<file path="src/pkg/dcd_pkg.sv">
/*
  package for the ddr2 command and clock-enable decoder: command encodings,
  device states, mode register layout, timing counts.
  assumes a single 40 MHz system clock; the memory clock is sampled as data.
*/
package dcd_pkg;

  // -------------------------------------------------------------------------
  // widths and counts
  // -------------------------------------------------------------------------
  localparam int unsigned ADDR_W       = 14;
  localparam int unsigned BANK_W       = 2;
  localparam int unsigned NUM_BANKS    = 4;
  localparam int unsigned BURST_LEN    = 4;
  localparam int unsigned BURST_CLKS   = BURST_LEN / 2;
  localparam int unsigned AP_BIT       = 10;
  localparam int unsigned ODT_A2_BIT   = 2;
  localparam int unsigned ODT_A6_BIT   = 6;
  localparam int unsigned PD_EXIT_BIT  = 12;
  localparam int unsigned SR_EXIT_READ_CLKS = 200;

  // -------------------------------------------------------------------------
  // reset values
  // -------------------------------------------------------------------------
  localparam logic [ADDR_W-1:0] MODE_RST = 14'h0000;

  // -------------------------------------------------------------------------
  // decoded commands and device states
  // -------------------------------------------------------------------------
  typedef enum logic [3:0] {
    CMD_DESELECT, CMD_NOP, CMD_MODE_WRITE, CMD_REFRESH, CMD_ACTIVATE,
    CMD_READ, CMD_WRITE, CMD_PRECHARGE, CMD_ILLEGAL
  } dcd_cmd_t;

  typedef enum logic [2:0] {
    ST_IDLE, ST_ACTIVE, ST_ACT_PD, ST_PRE_PD, ST_SELF_REF
  } dcd_state_t;

  // sampled command pins travel together
  typedef struct packed {
    logic              cs_n;
    logic              ras_n;
    logic              cas_n;
    logic              we_n;
    logic              cke;
    logic              odt;
    logic [BANK_W-1:0] ba;
    logic [ADDR_W-1:0] addr;
  } dcd_pins_t;

endpackage : dcd_pkg

</file>
<file path="src/logic/dcd_decoder.sv">
/*
  ddr2 command decoder and clock-enable state logic.
  assumes the controller honours command spacing and clock-enable minimum
  widths; the memory clock and all pins are asynchronous to I_CLK.
*/
// Notes on behaviour
// - commands decoded from pins at clock rise
// - mode write both bank bits low: base
// - bank0 high bank1 low: extended one
// - bank0 low bank1 high: extended two
// - activate read write precharge encodings, A10
// - bank commands act only on named bank, except precharge with A10 high, which closes all banks
// - four-beat bursts always run to completion
// - no internal refresh during power down
// - termination ignored; unavailable in self refresh
// - self refresh left on clock-enable rise
// - open bank plus cke fall: active powerdown
// - idle banks plus cke fall: precharge powerdown
// - self refresh entry only when idle
// - transitions judged from current and previous cke
// - unlisted combinations are undefined
// - mode bit A12 picks active powerdown exit type; precharge powerdown always turns the dll off
`timescale 1ns/1ps

module dcd_decoder (
  // system
  input  wire logic                         I_CLK,
  input  wire logic                         I_SYS_RST,
  // memory pins
  input  wire logic                         I_MEM_CK,
  input  wire logic                         I_CKE,
  input  wire logic                         I_CS_N,
  input  wire logic                         I_RAS_N,
  input  wire logic                         I_CAS_N,
  input  wire logic                         I_WE_N,
  input  wire logic                         I_ODT,
  input  wire logic [dcd_pkg::BANK_W-1:0]   I_BA,
  input  wire logic [dcd_pkg::ADDR_W-1:0]   I_ADDR,
  // mode registers
  output logic      [dcd_pkg::ADDR_W-1:0]   O_MODE_REG,
  output logic      [dcd_pkg::ADDR_W-1:0]   O_EXT_MODE_ONE,
  output logic      [dcd_pkg::ADDR_W-1:0]   O_EXT_MODE_TWO,
  // state
  output logic      [2:0]                   O_STATE,
  output logic      [dcd_pkg::NUM_BANKS-1:0] O_BANK_OPEN,
  output logic      [dcd_pkg::ADDR_W-1:0]   O_ROW_ADDR,
  output logic                              O_BURST_BUSY,
  output logic                              O_BURST_WRITE,
  output logic      [dcd_pkg::BANK_W-1:0]   O_BURST_BANK,
  output logic                              O_REFRESH_PULSE,
  output logic                              O_INTERNAL_REFRESH_EN,
  output logic                              O_ODT_AVAIL,
  output logic                              O_DLL_ON,
  output logic                              O_READ_ALLOWED
);

  // -------------------------------------------------------------------------
  // synchronisers: two flops on every pin before any logic looks at it
  // -------------------------------------------------------------------------
  dcd_pkg::dcd_pins_t pins_meta_r;
  dcd_pkg::dcd_pins_t pins_r;
  dcd_pkg::dcd_pins_t pins_d_r;
  logic               ck_meta_r;
  logic               ck_r;
  logic               ck_d_r;
  dcd_pkg::dcd_pins_t pins_raw;

  assign pins_raw = {I_CS_N, I_RAS_N, I_CAS_N, I_WE_N, I_CKE, I_ODT, I_BA, I_ADDR};

  // pins_d_r is one more stage so the pins line up with the clock edge found
  always_ff @(posedge I_CLK or posedge I_SYS_RST) begin
    if (I_SYS_RST) begin
      pins_meta_r <= '{cs_n: 1'b1, ras_n: 1'b1, cas_n: 1'b1, we_n: 1'b1, default: '0};
      pins_r      <= '{cs_n: 1'b1, ras_n: 1'b1, cas_n: 1'b1, we_n: 1'b1, default: '0};
      pins_d_r    <= '{cs_n: 1'b1, ras_n: 1'b1, cas_n: 1'b1, we_n: 1'b1, default: '0};
      ck_meta_r   <= 1'b0;
      ck_r        <= 1'b0;
      ck_d_r      <= 1'b0;
    end else begin
      pins_meta_r <= pins_raw;
      pins_r      <= pins_meta_r;
      pins_d_r    <= pins_r;
      ck_meta_r   <= I_MEM_CK;
      ck_r        <= ck_meta_r;
      ck_d_r      <= ck_r;
    end
  end

  // -------------------------------------------------------------------------
  // command decode
  // -------------------------------------------------------------------------
  // pins are sampled the cycle before the clock rise is seen, i.e. the
  // levels that stood at the edge; holds only for slow memory clocks
  wire ck_rise = ck_r & ~ck_d_r;
  dcd_pkg::dcd_pins_t p;
  assign p = pins_d_r;

  function automatic dcd_pkg::dcd_cmd_t decode(input dcd_pkg::dcd_pins_t s);
    dcd_pkg::dcd_cmd_t c;
    c = dcd_pkg::CMD_ILLEGAL;
    if (s.cs_n)                                            c = dcd_pkg::CMD_DESELECT;
    else if ({s.ras_n, s.cas_n, s.we_n} == 3'b111)         c = dcd_pkg::CMD_NOP;
    else if ({s.ras_n, s.cas_n, s.we_n} == 3'b000)         c = dcd_pkg::CMD_MODE_WRITE;
    else if ({s.ras_n, s.cas_n, s.we_n} == 3'b001)         c = dcd_pkg::CMD_REFRESH;
    else if ({s.ras_n, s.cas_n, s.we_n} == 3'b011)         c = dcd_pkg::CMD_ACTIVATE;
    else if ({s.ras_n, s.cas_n, s.we_n} == 3'b101)         c = dcd_pkg::CMD_READ;
    else if ({s.ras_n, s.cas_n, s.we_n} == 3'b100)         c = dcd_pkg::CMD_WRITE;
    else if ({s.ras_n, s.cas_n, s.we_n} == 3'b010)         c = dcd_pkg::CMD_PRECHARGE;
    return c;
  endfunction

  // odt is carried but never enters decode
  dcd_pkg::dcd_cmd_t cmd;
  assign cmd = decode(p);

  // -------------------------------------------------------------------------
  // state decode from previous and current clock-enable
  // -------------------------------------------------------------------------
  dcd_pkg::dcd_state_t state_r;
  dcd_pkg::dcd_state_t state_nxt;
  logic                cke_prev_r;
  logic [dcd_pkg::NUM_BANKS-1:0] bank_open_r;
  logic [1:0]          burst_cnt_r;
  logic [7:0]          sr_exit_cnt_r;

  wire in_sr     = (state_r == dcd_pkg::ST_SELF_REF);
  wire quiet     = (cmd == dcd_pkg::CMD_DESELECT) || (cmd == dcd_pkg::CMD_NOP);
  wire all_idle  = (bank_open_r == '0);
  wire both_hi   = cke_prev_r & p.cke;
  wire cke_fall  = cke_prev_r & ~p.cke;
  wire cke_rise  = ~cke_prev_r & p.cke;
  wire exec      = ck_rise & both_hi & ~in_sr;
  wire [dcd_pkg::NUM_BANKS-1:0] ba_hot = dcd_pkg::NUM_BANKS'(1) << p.ba;

  // self-refresh exit does not need a memory clock edge
  wire sr_exit   = in_sr & p.cke;

  always_comb begin
    state_nxt = state_r;
    case (state_r)
      dcd_pkg::ST_IDLE, dcd_pkg::ST_ACTIVE: begin
        if (ck_rise && cke_fall && quiet) begin
          state_nxt = all_idle ? dcd_pkg::ST_PRE_PD : dcd_pkg::ST_ACT_PD;
        end else if (ck_rise && cke_fall && cmd == dcd_pkg::CMD_REFRESH && all_idle) begin
          state_nxt = dcd_pkg::ST_SELF_REF;
        end else begin
          state_nxt = all_idle ? dcd_pkg::ST_IDLE : dcd_pkg::ST_ACTIVE;
        end
      end
      dcd_pkg::ST_ACT_PD: begin
        if (ck_rise && cke_rise) state_nxt = dcd_pkg::ST_ACTIVE;
      end
      dcd_pkg::ST_PRE_PD: begin
        if (ck_rise && cke_rise) state_nxt = dcd_pkg::ST_IDLE;
      end
      dcd_pkg::ST_SELF_REF: begin
        if (sr_exit) state_nxt = dcd_pkg::ST_IDLE;
      end
      default: state_nxt = dcd_pkg::ST_IDLE;
    endcase
  end

  always_ff @(posedge I_CLK or posedge I_SYS_RST) begin
    if (I_SYS_RST) begin
      state_r    <= dcd_pkg::ST_IDLE;
      cke_prev_r <= 1'b0;
    end else begin
      state_r <= state_nxt;
      if (ck_rise || sr_exit) cke_prev_r <= p.cke;
    end
  end

  // -------------------------------------------------------------------------
  // mode registers
  // -------------------------------------------------------------------------
  wire mode_wr = exec && cmd == dcd_pkg::CMD_MODE_WRITE;
  always_ff @(posedge I_CLK or posedge I_SYS_RST) begin
    if (I_SYS_RST) begin
      O_MODE_REG     <= dcd_pkg::MODE_RST;
      O_EXT_MODE_ONE <= dcd_pkg::MODE_RST;
      O_EXT_MODE_TWO <= dcd_pkg::MODE_RST;
    end else if (mode_wr) begin
      if (p.ba == 2'b00) O_MODE_REG     <= p.addr;
      if (p.ba == 2'b01) O_EXT_MODE_ONE <= p.addr;
      if (p.ba == 2'b10) O_EXT_MODE_TWO <= p.addr;
    end
  end

  // -------------------------------------------------------------------------
  // bank and burst tracking
  // -------------------------------------------------------------------------
  wire burst_busy = (burst_cnt_r != 2'd0);
  wire rw_cmd     = exec && (cmd == dcd_pkg::CMD_READ || cmd == dcd_pkg::CMD_WRITE);
  wire pre_cmd    = exec && cmd == dcd_pkg::CMD_PRECHARGE;
  wire act_cmd    = exec && cmd == dcd_pkg::CMD_ACTIVATE;

  // new burst only starts when previous one is done, so none is truncated
  always_ff @(posedge I_CLK or posedge I_SYS_RST) begin
    if (I_SYS_RST) begin
      bank_open_r   <= '0;
      O_ROW_ADDR    <= '0;
      burst_cnt_r   <= 2'd0;
      O_BURST_WRITE <= 1'b0;
      O_BURST_BANK  <= '0;
    end else begin
      if (act_cmd) begin
        bank_open_r <= bank_open_r | ba_hot;
        O_ROW_ADDR  <= p.addr;
      end else if (pre_cmd) begin
        bank_open_r <= p.addr[dcd_pkg::AP_BIT] ? '0 : (bank_open_r & ~ba_hot);
      end else if (rw_cmd && !burst_busy && p.addr[dcd_pkg::AP_BIT]) begin
        bank_open_r <= bank_open_r & ~ba_hot;
      end
      if (rw_cmd && !burst_busy) begin
        burst_cnt_r   <= 2'(dcd_pkg::BURST_CLKS);
        O_BURST_WRITE <= (cmd == dcd_pkg::CMD_WRITE);
        O_BURST_BANK  <= p.ba;
      end else if (ck_rise && burst_busy) begin
        burst_cnt_r <= burst_cnt_r - 2'd1;
      end
    end
  end

  // -------------------------------------------------------------------------
  // self-refresh exit read hold-off and status outputs
  // -------------------------------------------------------------------------
  always_ff @(posedge I_CLK or posedge I_SYS_RST) begin
    if (I_SYS_RST) begin
      sr_exit_cnt_r <= 8'h00;
    end else if (sr_exit) begin
      sr_exit_cnt_r <= 8'(dcd_pkg::SR_EXIT_READ_CLKS);
    end else if (ck_rise && sr_exit_cnt_r != 8'h00) begin
      sr_exit_cnt_r <= sr_exit_cnt_r - 8'h01;
    end
  end

  wire in_pd = (state_nxt == dcd_pkg::ST_ACT_PD) || (state_nxt == dcd_pkg::ST_PRE_PD);
  always_ff @(posedge I_CLK or posedge I_SYS_RST) begin
    if (I_SYS_RST) begin
      O_STATE               <= 3'd0;
      O_BANK_OPEN           <= '0;
      O_BURST_BUSY          <= 1'b0;
      O_REFRESH_PULSE       <= 1'b0;
      O_INTERNAL_REFRESH_EN <= 1'b0;
      O_ODT_AVAIL           <= 1'b1;
      O_DLL_ON              <= 1'b1;
      O_READ_ALLOWED        <= 1'b1;
    end else begin
      O_STATE               <= 3'(state_nxt);
      O_BANK_OPEN           <= bank_open_r;
      O_BURST_BUSY          <= burst_busy;
      O_REFRESH_PULSE       <= exec && cmd == dcd_pkg::CMD_REFRESH;
      O_INTERNAL_REFRESH_EN <= (state_nxt == dcd_pkg::ST_SELF_REF) && !in_pd;
      O_ODT_AVAIL           <= (state_nxt != dcd_pkg::ST_SELF_REF);
      O_DLL_ON              <= !(state_nxt == dcd_pkg::ST_PRE_PD ||
                                 state_nxt == dcd_pkg::ST_SELF_REF ||
                                 (state_nxt == dcd_pkg::ST_ACT_PD &&
                                  O_MODE_REG[dcd_pkg::PD_EXIT_BIT]));
      O_READ_ALLOWED        <= (sr_exit_cnt_r == 8'h00) && !sr_exit;
    end
  end

  // -------------------------------------------------------------------------
  // checks
  // -------------------------------------------------------------------------
  property p_mode_one;
    @(posedge I_CLK) disable iff (I_SYS_RST)
      (mode_wr && p.ba == 2'b01) |=> (O_EXT_MODE_ONE == $past(p.addr));
  endproperty
  a_mode_one: assert property (p_mode_one) else $error("ext mode one not loaded");

  property p_mode_two;
    @(posedge I_CLK) disable iff (I_SYS_RST)
      (mode_wr && p.ba == 2'b10) |=> (O_EXT_MODE_TWO == $past(p.addr)) && $stable(O_MODE_REG);
  endproperty
  a_mode_two: assert property (p_mode_two) else $error("ext mode two wrong");

  property p_base_mode;
    @(posedge I_CLK) disable iff (I_SYS_RST)
      (mode_wr && p.ba == 2'b00) |=> (O_MODE_REG == $past(p.addr)) && $stable(O_EXT_MODE_ONE);
  endproperty
  a_base_mode: assert property (p_base_mode) else $error("base mode wrong");

  property p_act_pd;
    @(posedge I_CLK) disable iff (I_SYS_RST)
      (!in_sr && ck_rise && cke_fall && quiet && !all_idle &&
       state_r inside {dcd_pkg::ST_IDLE, dcd_pkg::ST_ACTIVE})
      |=> state_r == dcd_pkg::ST_ACT_PD;
  endproperty
  a_act_pd: assert property (p_act_pd) else $error("active powerdown missed");

  property p_pre_pd;
    @(posedge I_CLK) disable iff (I_SYS_RST)
      (ck_rise && cke_fall && quiet && all_idle &&
       state_r inside {dcd_pkg::ST_IDLE, dcd_pkg::ST_ACTIVE})
      |=> state_r == dcd_pkg::ST_PRE_PD;
  endproperty
  a_pre_pd: assert property (p_pre_pd) else $error("precharge powerdown missed");

  property p_sr_idle;
    @(posedge I_CLK) disable iff (I_SYS_RST)
      ($rose(state_r == dcd_pkg::ST_SELF_REF)) |-> $past(all_idle);
  endproperty
  a_sr_idle: assert property (p_sr_idle) else $error("self refresh with open bank");

  property p_sr_exit;
    @(posedge I_CLK) disable iff (I_SYS_RST)
      (in_sr && p.cke) |=> state_r == dcd_pkg::ST_IDLE ##1 !O_READ_ALLOWED;
  endproperty
  a_sr_exit: assert property (p_sr_exit) else $error("self refresh exit missed");

  property p_pd_hold;
    @(posedge I_CLK) disable iff (I_SYS_RST)
      (state_r == dcd_pkg::ST_PRE_PD && !p.cke) |=> state_r == dcd_pkg::ST_PRE_PD;
  endproperty
  a_pd_hold: assert property (p_pd_hold) else $error("powerdown left with cke low");

  property p_burst_run;
    @(posedge I_CLK) disable iff (I_SYS_RST)
      (burst_busy && rw_cmd) |=> $stable(O_BURST_BANK) && burst_cnt_r <= $past(burst_cnt_r);
  endproperty
  a_burst_run: assert property (p_burst_run) else $error("burst cut short");

  property p_no_refresh_pd;
    @(posedge I_CLK) disable iff (I_SYS_RST)
      (state_r inside {dcd_pkg::ST_ACT_PD, dcd_pkg::ST_PRE_PD}) |=> !O_INTERNAL_REFRESH_EN;
  endproperty
  a_no_refresh_pd: assert property (p_no_refresh_pd) else $error("refresh in powerdown");

  property p_odt_sr;
    @(posedge I_CLK) disable iff (I_SYS_RST)
      in_sr |-> !O_ODT_AVAIL;
  endproperty
  a_odt_sr: assert property (p_odt_sr) else $error("termination in self refresh");

endmodule // dcd_decoder

</file>
<file path="config.mk">
export PLATFORM = sky130hd
export DESIGN_NAME = dcd_decoder
export DESIGN_NICKNAME = d
export VERILOG_FILES = /design/src/pkg/dcd_pkg.sv /design/src/logic/dcd_decoder.sv
export SDC_FILE = /design/constraint.sdc
export NUM_CORES = 1
export LEC_CHECK = 0
export ABC_CLOCK_PERIOD_IN_PS = 8300
export BUFFER_PORTS_ARGS = -buffer_cell sky130_fd_sc_hd__buf_4
export CAP_MARGIN = 40
export CORE_MARGIN = 2
export CORE_UTILIZATION = 50
export CTS_BUF_LIST = sky130_fd_sc_hd__clkbuf_8
export DETAILED_ROUTE_END_ITERATION = 10
export GPL_ROUTABILITY_DRIVEN = 0
export PLACE_DENSITY = 0.78
export SYNTH_ARGS = -nofsm -noshare
export SYNTH_HDL_FRONTEND = slang
export SYNTH_SLANG_ARGS = --single-unit
</file>
<file path="constraint.sdc">
create_clock -name I_CLK -period 8.3 [get_ports I_CLK]
set_input_delay 1.245 -clock I_CLK [delete_from_list [all_inputs] [get_ports I_CLK]]
set_output_delay 1.245 -clock I_CLK [all_outputs]
set_load 0.01 [all_outputs]
</file>
==> flow_summary.ini, run 1 <==
[outcome]
outcome = finished clean

[synthesis]
synth_edf_count = 0
synth_cell_types = 46
avgSynthCellArea_um2 = 16.8
synth.area.top_cells = dfrtp_1, mux2_4, dfstp_2
synth_common_cells = dfrtp_1, mux2_4, mux2_2
synthesis.nets = 353
yosysMostFrequentCell = dfrtp_1
yosys.area.top_type = dfrtp_1
synth.yosys.seq_area_share = 0.704
dominantRegCellSynth = dfrtp_1
synth_area_um2 = 5460
ys_ff_latch = 153
yosysWarnings = 0
synthCells = 325
async_flop_share = 1.00
synth_top_cell_area_share = 0.632

[routing]
vias = 2923
dr.pass1.iters = 4
wl_per_cell_um = 16.8
avgViaCountPerCell = 4.99
drt-initial-drc-count = 116
drt_wl_total_um = 9870
drtAntennaViolNets = 0
drc_errors = 0

[worst_setup_path]
critPathKind = reg2reg
cp-start-kind = flop
worstPathRequired_ns = 8.63
crit_arrival_ns = 2.76
end_kind = flop
crit_fanout = 10

[cells_and_area]
regArea_um2 = 3850
multiInputGateArea_um2 = 1500
syn2layout_area_growth_pct = 23.9
finalNonFillerCells = 586
diodes = 0
fill_cells = 836
layout.nets = 462
drive_gt1_frac = 0.493

[clocking]
cts_tree = done
cts_resized = 0
cts_buffers = 17
clock_sinks = 153
cts_root_buf = clkbuf_8
clkLatencyLatePin_ns = 0.45
path_clk_slew_ns = 0.08
cts_buffer_depth = 2
post_cts_buffers = 0
htreeDepth = 4
holdBufCountCts = 0

[floorplanning]
rows = 38
pin_count = 97
die_y_um = 109
initial_core_util = 0.508
die-area_um2 = 11800
die_x_um = 109
core_um2 = 10700

[job]
drv_cap = 0

[min_path]
hp-class = reg2reg

[place]
place_inst = 555
io_buffers = 95
dp_slack_ns = 5.69
dp.final_hpwl_um = 6600

[sta]
tns_ns = 0
clock_skew_ns = 0.0117
timing.final.crit_share = 0.293
worst-slew-pin-transition_ns = 0.669
setup_viol = 0
slew_headroom = 0.550
finalHoldViolCount = 0
max_freq_ghz = 0.411
setup_ws_ns = 5.86
final-max-slew-violation-count = 0
rsz0062_at_grt = no
min_period_ns = 2.44

[global_route]
grt_pass1_wl_um = 15500
grt_max_degree = 79
grt_antenna_before_repair = 0
grt_pass1_vias = 3011
track_usage = 0.180
grt-ovfl-total = 0

[pwr]
p_leak_nw = 3.33
power.density_nw_per_um2 = 243
irDropWorstVdd_v = 0.000150
report_power, final:
group	switching [W]	internal, W	leakage (nW)	total, W
logic	0.0000814	0.0000833	1.23	0.000165
clock network	0.000260	0.000362	0.222	0.000622
registers	0.0000500	0.000807	1.88	0.000857
total	0.000392	0.00125	3.33	0.00164
cell families after synthesis:
group / share of synthesized area
DFF: 0.704
AOI/OAI and AO/OA: 0.0302
xor gates and xnor gates: 0.0128
muxes: 0.150
buffers and inverters: 0.0206
and+or+nand+nor: 0.0751
adders and majority gates: 0.00687
critical path: stages, from the launching register on:
cell and delay [ns]:
dfrtp_1 0.41, and4bb_2 0.36, nor4b_4 0.36, and3_1 0.60, buf_8 0.23, mux2_2 0.36
layout make-up:
class / instances / share of cell area
Clock inverter: 13 / 0.0296
Timing Repair Buffer: 98 / 0.112
Multi-Input combinational cell: 155 / 0.222
Clock buffer: 18 / 0.0366
Tap cell: 140 / 0.0259
Sequential cell: 153 / 0.568
Inverter: 9 / 0.00573
cells in the final DEF, fill, tap and decap left out, types with 5 or more instances in the layout:
cell type	count
dfrtp_1	138
buf_4	96
mux2_4	36
mux2_2	23
clkbuf_8	18
dfstp_2	15
nor2_1	10
inv_1	8
nand2_1	7
nand4_1	5
xor2_1	5
nor3_1	5
bufinv_16	5
flip-flops by register name (all words and copies together) (netlist names), 2 cells and up:
signal	cells
O_BURST_BANK	2
p	21
O_MODE_REG	14
O_BANK_OPEN	4
O_STATE	3
O_EXT_MODE_ONE	14
sr_exit_cnt_r	8
O_ROW_ADDR	14
bank_open_r	4
O_EXT_MODE_TWO	14
burst_cnt_r	2
pins_r	21
pins_meta_r	21
metal layers:
metal  track usage  wire length, µm
met5             0                0
met3        0.0530              427
met1         0.241             4390
met4        0.0824              196
met2         0.273             4860
path summary, 6_finish.rpt:
path,slack (ns),startpoint,end,cells past startpoint
min in group asynchronous,0.92,I_SYS_RST,ck_r,2
worst max register to register,5.86,ck_d_r,O_ROW_ADDR[9],5
worst min-delay path,0.34,pins_meta_r[1],pins_r[1],0
max in group asynchronous,6.22,I_SYS_RST,O_ROW_ADDR[8],4
worst max-delay path,5.86,ck_d_r,O_ROW_ADDR[9],5
worst min register to register,0.34,pins_meta_r[1],pins_r[1],0
stage by stage:
| stage | util | instance area (µm²) | total power [W] | hold slack (ns) |
|---|---|---|---|---|
| floorplan | - | 5460 | 0.000967 | 0.331 |
| global placement | 0.585 | 6280 | 0.00102 | 0.331 |
| detailed placement | 0.588 | 6320 | 0.00104 | 0.335 |
| CTS | 0.630 | 6770 | 0.00166 | 0.347 |
| global route | 0.630 | 6770 | 0.00173 | 0.344 |
| finish | 0.630 | 6770 | 0.00164 | 0.342 |
(Power assumes the default switching activity.)
==> run 2, diff against run 1 <==
Settings changed: ABC_AREA set to 1, ABC_CLOCK_PERIOD_IN_PS 8300 to 2410.
Clock period 8.3 ns to 2.41 ns, I/O delays scaled along.
==> run 2 against run 1 <==
Synthesized cell count increased by 49%. Combinational power rose to 4.6 times the previous value. Sequential cell count did not move. Critical path type unchanged. Critical endpoint is now O_EXT_MODE_ONE[2]. Highest routed layer unchanged.
==> flow_summary.ini, run 2 <==
[sta]
rsz0062_at_grt = no
finalHoldViolCount = 0
final-max-slew-violation-count = 0
setup_viol = 0
clock_skew_ns = 0.0121
max_freq_ghz = 0.532
slew_headroom = 0.597
worst-slew-pin-transition_ns = 0.605
min_period_ns = 1.88
tns_ns = 0
timing.final.crit_share = 0.779

[cells_and_area]
stdcell_area_um2 = 6790
syn2layout_area_growth_pct = 23.2
multiInputGateArea_um2 = 1350
diodes = 0
drive_gt1_frac = 0.301
fill_cells = 822
layout.nets = 621
regArea_um2 = 3850
final_cell_mix = dfrtp_1, nand2_1, buf_4
mostFrequentLayoutCell = dfrtp_1

[clocking]
cts_buffer_depth = 2
cts_buffers = 17
clock_sinks = 153
cts_tree = done
htreeDepth = 4
cts_root_buf = clkbuf_8
path_clk_slew_ns = 0.08
cts_resized = 0
clkLatencyLatePin_ns = 0.42

[worst_setup_path]
path_cells = nand3_1 -> nand2_1 -> a21oi_1 -> nor3_4 -> nand2_4 -> nand2_1 -> o21ai_2
cp_slowest_cell = dfstp_2
cp.buffers_inverters = 0
r2r_start = p[18]
reg2reg_to = O_EXT_MODE_ONE[2]
worstPathRequired_ns = 2.71
critPathKind = reg2reg
crit_path_frequent_cell = nand2_1
crit_fanout = 28
cpLargestDelayFamily = simple AND/OR/NAND/NOR gates
reg2regPathDepth = 7
slowest_delay_ns = 0.58
r2r_slack_ns = 0.53
cp-start-kind = flop
end_kind = flop
crit_arrival_ns = 2.18

[floorplanning]
pin_count = 97
die_x_um = 109
die_y_um = 109
die-area_um2 = 11900
initial_core_util = 0.510
core_um2 = 10800
rows = 38

[min_path]
hp-class = in2reg
hold_end = pins_meta_r[7]
hp-start = I_ADDR[7]
hold_depth = 1

[job]
drv_cap = 0

[synthesis]
yosys.area.top_type = dfrtp_1
synth.area.top_cells = dfrtp_1, nand2_1, dfstp_2
dominantRegCellSynth = dfrtp_1
synth_edf_count = 0
yosysMostFrequentCell = dfrtp_1
synth_cell_types = 23
synthesis.nets = 513
avgSynthCellArea_um2 = 11.4
ys_ff_latch = 153
synth_top_cell_area_share = 0.627
synth_area_um2 = 5510
async_flop_share = 1.00
synthCells = 485
synth.yosys.seq_area_share = 0.699
yosysWarnings = 0
synth_common_cells = dfrtp_1, nand2_1, inv_1

[pwr]
power_frac_seq = 0.512
p_leak_nw = 3.52
combPwrFrac = 0.133
p_switching_w = 0.00146
power_w = 0.00571
power_switching_share = 0.256
irDropWorstVdd_v = 0.000434
internal_power_w = 0.00425
p_clk_frac = 0.355
power.density_nw_per_um2 = 842

[routing]
vias = 3580
maxUsedRoutingLayer = met4
drtAntennaViolNets = 0
drc_errors = 0
met2_length_um = 5190
wl_met3_um = 585
avgViaCountPerCell = 4.81
met1_length_um = 4220
dr.pass1.iters = 7
drt_wl_total_um = 10100
wl_per_cell_um = 13.6
drt-initial-drc-count = 130

[place]
dp.final_hpwl_um = 7010
dpl-instance-area_um2 = 6350
io_buffers = 95

[global_route]
grt_antenna_before_repair = 0
track_usage = 0.188
grt_max_degree = 121
grt-ovfl-total = 0
grt_pass1_wl_um = 16900
grt_pass1_vias = 3587

[outcome]
outcome = finished clean
-- run 2: per-layer routing --
layer  global-route usage  vias up
met3               0.0568       12
met5                    0        -
met4               0.0723        0
li1                     -     1749
met1                0.241     1721
met2                0.303       98
-- run 2: how the worst max path moves through the flow --
stage | start | endpoint | slack, ns | cells past startpoint
6_report | p[18] | O_EXT_MODE_ONE[2] | 0.53 | 7
2_1_floorplan | I_SYS_RST | O_BANK_OPEN[0] | 0.13 | 1
3_5_place_dp | p[18] | O_MODE_REG[5] | 0.52 | 7
5_1_grt | p[19] | O_EXT_MODE_ONE[2] | 0.40 | 7
3_3_place_gp | p[19] | O_EXT_MODE_ONE[10] | 0.59 | 7
4_1_cts | p[18] | O_MODE_REG[5] | 0.51 | 7
-- run 2: area by class of cell --
cell class                 instances  share of cell area
timing repair buffer              99               0.112
inverter                          59              0.0332
sequential                       153               0.567
multi-input combinational        263               0.199
clock buffer                      18              0.0365
tap                              140              0.0258
clock inverter                    13              0.0264
-- run 2: timing repair --
| item | in CTS | in global routing |
|---|---|---|
| setup buffers | 0 | 0 |
| hold buffers | 1 | 0 |
| endpoints found under the hold margin | 4 | 0 |
-- run 2: through the flow --
| stage | utilization | setup WS (ns) | hold slack (ns) | cells |
|---|---|---|---|---|
| 2_1_floorplan | - | 0.130 | 0.331 | 485 |
| 3_3_place_gp | 0.588 | 0.593 | 0.272 | 713 |
| 3_5_place_dp | 0.588 | 0.525 | 0.275 | 713 |
| 4_1_cts | 0.629 | 0.510 | 0.0150 | 745 |
| 5_1_grt | 0.629 | 0.400 | 0.0106 | 745 |
| 6_report | 0.629 | 0.531 | 0.0404 | 745 |
-- run 2: power groups by stage --
stage | combinational, W | clock (W) | sequential, W
after floorplan | 0.000475 | 0 | 0.00297
after global placement | 0.000725 | 0 | 0.00296
after detailed placement | 0.000763 | 0 | 0.00297
after CTS | 0.000769 | 0.00208 | 0.00292
after global routing | 0.000877 | 0.00218 | 0.00295
final | 0.000759 | 0.00203 | 0.00292
-- run 2: kinds of logic after synthesis --
| logic type | share of synthesized area |
|---|---|
| simple gates | 0.142 |
| flops | 0.699 |
| compound gates | 0.0877 |
| buf+inv | 0.0557 |
| xor+xnor | 0.00954 |
| fa+ha+maj | 0.00682 |
==> run 3, diff against run 2 <==
Settings changed: ABC_CLOCK_PERIOD_IN_PS 2410 to 1900.
Clock period 2.41 ns to 1.9 ns, I/O delays scaled along.
==> run 3 against run 2 <==
Clock skew decreased by 0.00074 ns. Combinational power increased by 33%. Cell count increased by 3.5%. Clock power increased by 25%. Highest routed layer unchanged.
==> flow_summary.ini, run 3 (synthesized netlist as in run 2, its figures left out) <==
[outcome]
outcome = finished clean

[worst_setup_path]
cp.buffers_inverters = 1
crit_arrival_ns = 2.09
path_cells = nand3_1 -> nand2_1 -> a21oi_1 -> nor3_4 -> nand2_4 -> buf_12 -> nand2_1 -> o21ai_1
r2r_start = p[18]
end_kind = flop
reg2reg_to = O_MODE_REG[1]
worstPathRequired_ns = 2.22
crit_fanout = 28
cp-start-kind = flop
crit_path_frequent_cell = nand2_1
cp_slowest_cell = dfstp_2
reg2regPathDepth = 8
critPathKind = reg2reg
cpLargestDelayFamily = simple AND/OR/NAND/NOR gates
r2r_slack_ns = 0.12
slowest_delay_ns = 0.59

[floorplanning]
initial_core_util = 0.510
die_x_um = 109
rows = 38
core_um2 = 10800
pin_count = 97
die-area_um2 = 11900
die_y_um = 109

[sta]
setup_ws_ns = 0.124
finalHoldViolCount = 0
setup_viol = 0
slew_headroom = 0.624
clock_skew_ns = 0.0114
worst-slew-pin-transition_ns = 0.564
max_freq_ghz = 0.563
min_period_ns = 1.78
rsz0062_at_grt = no
final-max-slew-violation-count = 0
timing.final.crit_share = 0.935

[cells_and_area]
mostFrequentLayoutCell = dfrtp_1
drive_gt1_frac = 0.300
diodes = 0
syn2layout_area_growth_pct = 28.2
stdcell_area_um2 = 7060
fin_util = 0.654
layout.nets = 646
final_cell_mix = dfrtp_1, nand2_1, buf_4
fill_cells = 790
finalNonFillerCells = 771

[global_route]
track_usage = 0.197
grt_max_degree = 109
grt_pass1_vias = 3641
grt_pass1_wl_um = 17600
grt_antenna_before_repair = 0
grt-ovfl-total = 0

[routing]
dr.pass1.iters = 6
wl_per_cell_um = 14.0
vias = 3701
avgViaCountPerCell = 4.80
drt_wl_total_um = 10800
drt-initial-drc-count = 282
drtAntennaViolNets = 0
drc_errors = 0

[clocking]
cts_buffer_depth = 2
path_clk_slew_ns = 0.08
cts_tree = done
htreeDepth = 4
cts_buffers = 17
cts_root_buf = clkbuf_8
clkLatencyLatePin_ns = 0.44
clock_sinks = 153

[place]
io_buffers = 95
dp_slack_ns = 0.156
dpl-instance-area_um2 = 6420
dp.final_hpwl_um = 7120
place_inst = 717

[pwr]
power.density_nw_per_um2 = 1030
p_leak_nw = 3.64
irDropWorstVdd_v = 0.000624
power_w = 0.00725

[min_path]
hp-class = in2async

[job]
drv_cap = 0
[run 3: cell count changes in the layout (fill, tap and decap cells not counted), sizes merged]
| cell | previous run | this run |
|---|---|---|
| dlygate4sd3 | 1 | 22 |
| buf | 98 | 102 |
| clkinv | 4 | 7 |
| bufinv | 4 | 3 |
| inv | 61 | 60 |
[run 3: metrics by stage]
| step | TNS, ns | hold slack [ns] |
|---|---|---|
| 6_report | 0 | 0.000918 |
| 5_1_grt | 0 | 0.0541 |
| 2_1_floorplan | -41.91 | 0.289 |
| 3_3_place_gp | 0 | 0.332 |
| 3_5_place_dp | 0 | 0.335 |
| 4_1_cts | 0 | 0.0281 |
[run 3: power breakdown]
| part | total, W | leakage, nW | internal (W) | switching (W) |
|---|---|---|---|---|
| Clock | 0.00254 | 0.209 | 0.00134 | 0.00120 |
| Sequential | 0.00370 | 1.93 | 0.00354 | 0.000160 |
| Combinational | 0.00101 | 1.50 | 0.000425 | 0.000583 |
| Total | 0.00725 | 3.64 | 0.00531 | 0.00194 |
[run 3: timing repair]
action | CTS | global route
hold endpoints to repair | 22 | 0
endpoints found under the setup margin | 0 | 0
hold buffers | 22 | 0
setup buffers | 0 | 0
resized for setup | 0 | 0
[run 3: layer usage]
metal,routed length (µm),global-route usage,up-vias,share of wire
li1,-,-,1797,-
met1,4560,0.256,1779,0.42
met2,5460,0.307,104,0.51
met3,516,0.0610,21,0.048
met4,260,0.0870,0,0.024
met5,0,0,-,0
[run 3: worst max-delay path by stage]
stage / from / end / slack, ns / cells past startpoint
detailed placement: p[18] / O_MODE_REG[4] / 0.16 / 8
floorplan: I_SYS_RST / O_BANK_OPEN[0] / -0.30 / 1
CTS: p[19] / O_MODE_REG[1] / 0.15 / 8
global placement: p[19] / O_EXT_MODE_ONE[10] / 0.24 / 8
finish: p[18] / O_MODE_REG[1] / 0.12 / 8
global route: p[19] / O_MODE_REG[1] / 0.02 / 8
[run 3: area by class of cell]
| cell class | instances | area (µm²) | area share |
|---|---|---|---|
| Clock inverter | 14 | 173 | 0.0245 |
| Timing Repair Buffer | 124 | 1040 | 0.147 |
| Tap cell | 140 | 175 | 0.0248 |
| Multi-Input combinational cell | 263 | 1350 | 0.192 |
| Inverter | 59 | 225 | 0.0319 |
| Clock buffer | 18 | 248 | 0.0351 |
| Sequential cell | 153 | 3850 | 0.545 |
[run 3: worst reg2reg max path, stage by stage, from the launching register on]
cell and delay (ns):
dfstp_2 0.59, nand3_1 0.09, nand2_1 0.14, a21oi_1 0.10, nor3_4 0.31, nand2_4 0.08, buf_12 0.18, nand2_1 0.09
o21ai_1 0.08
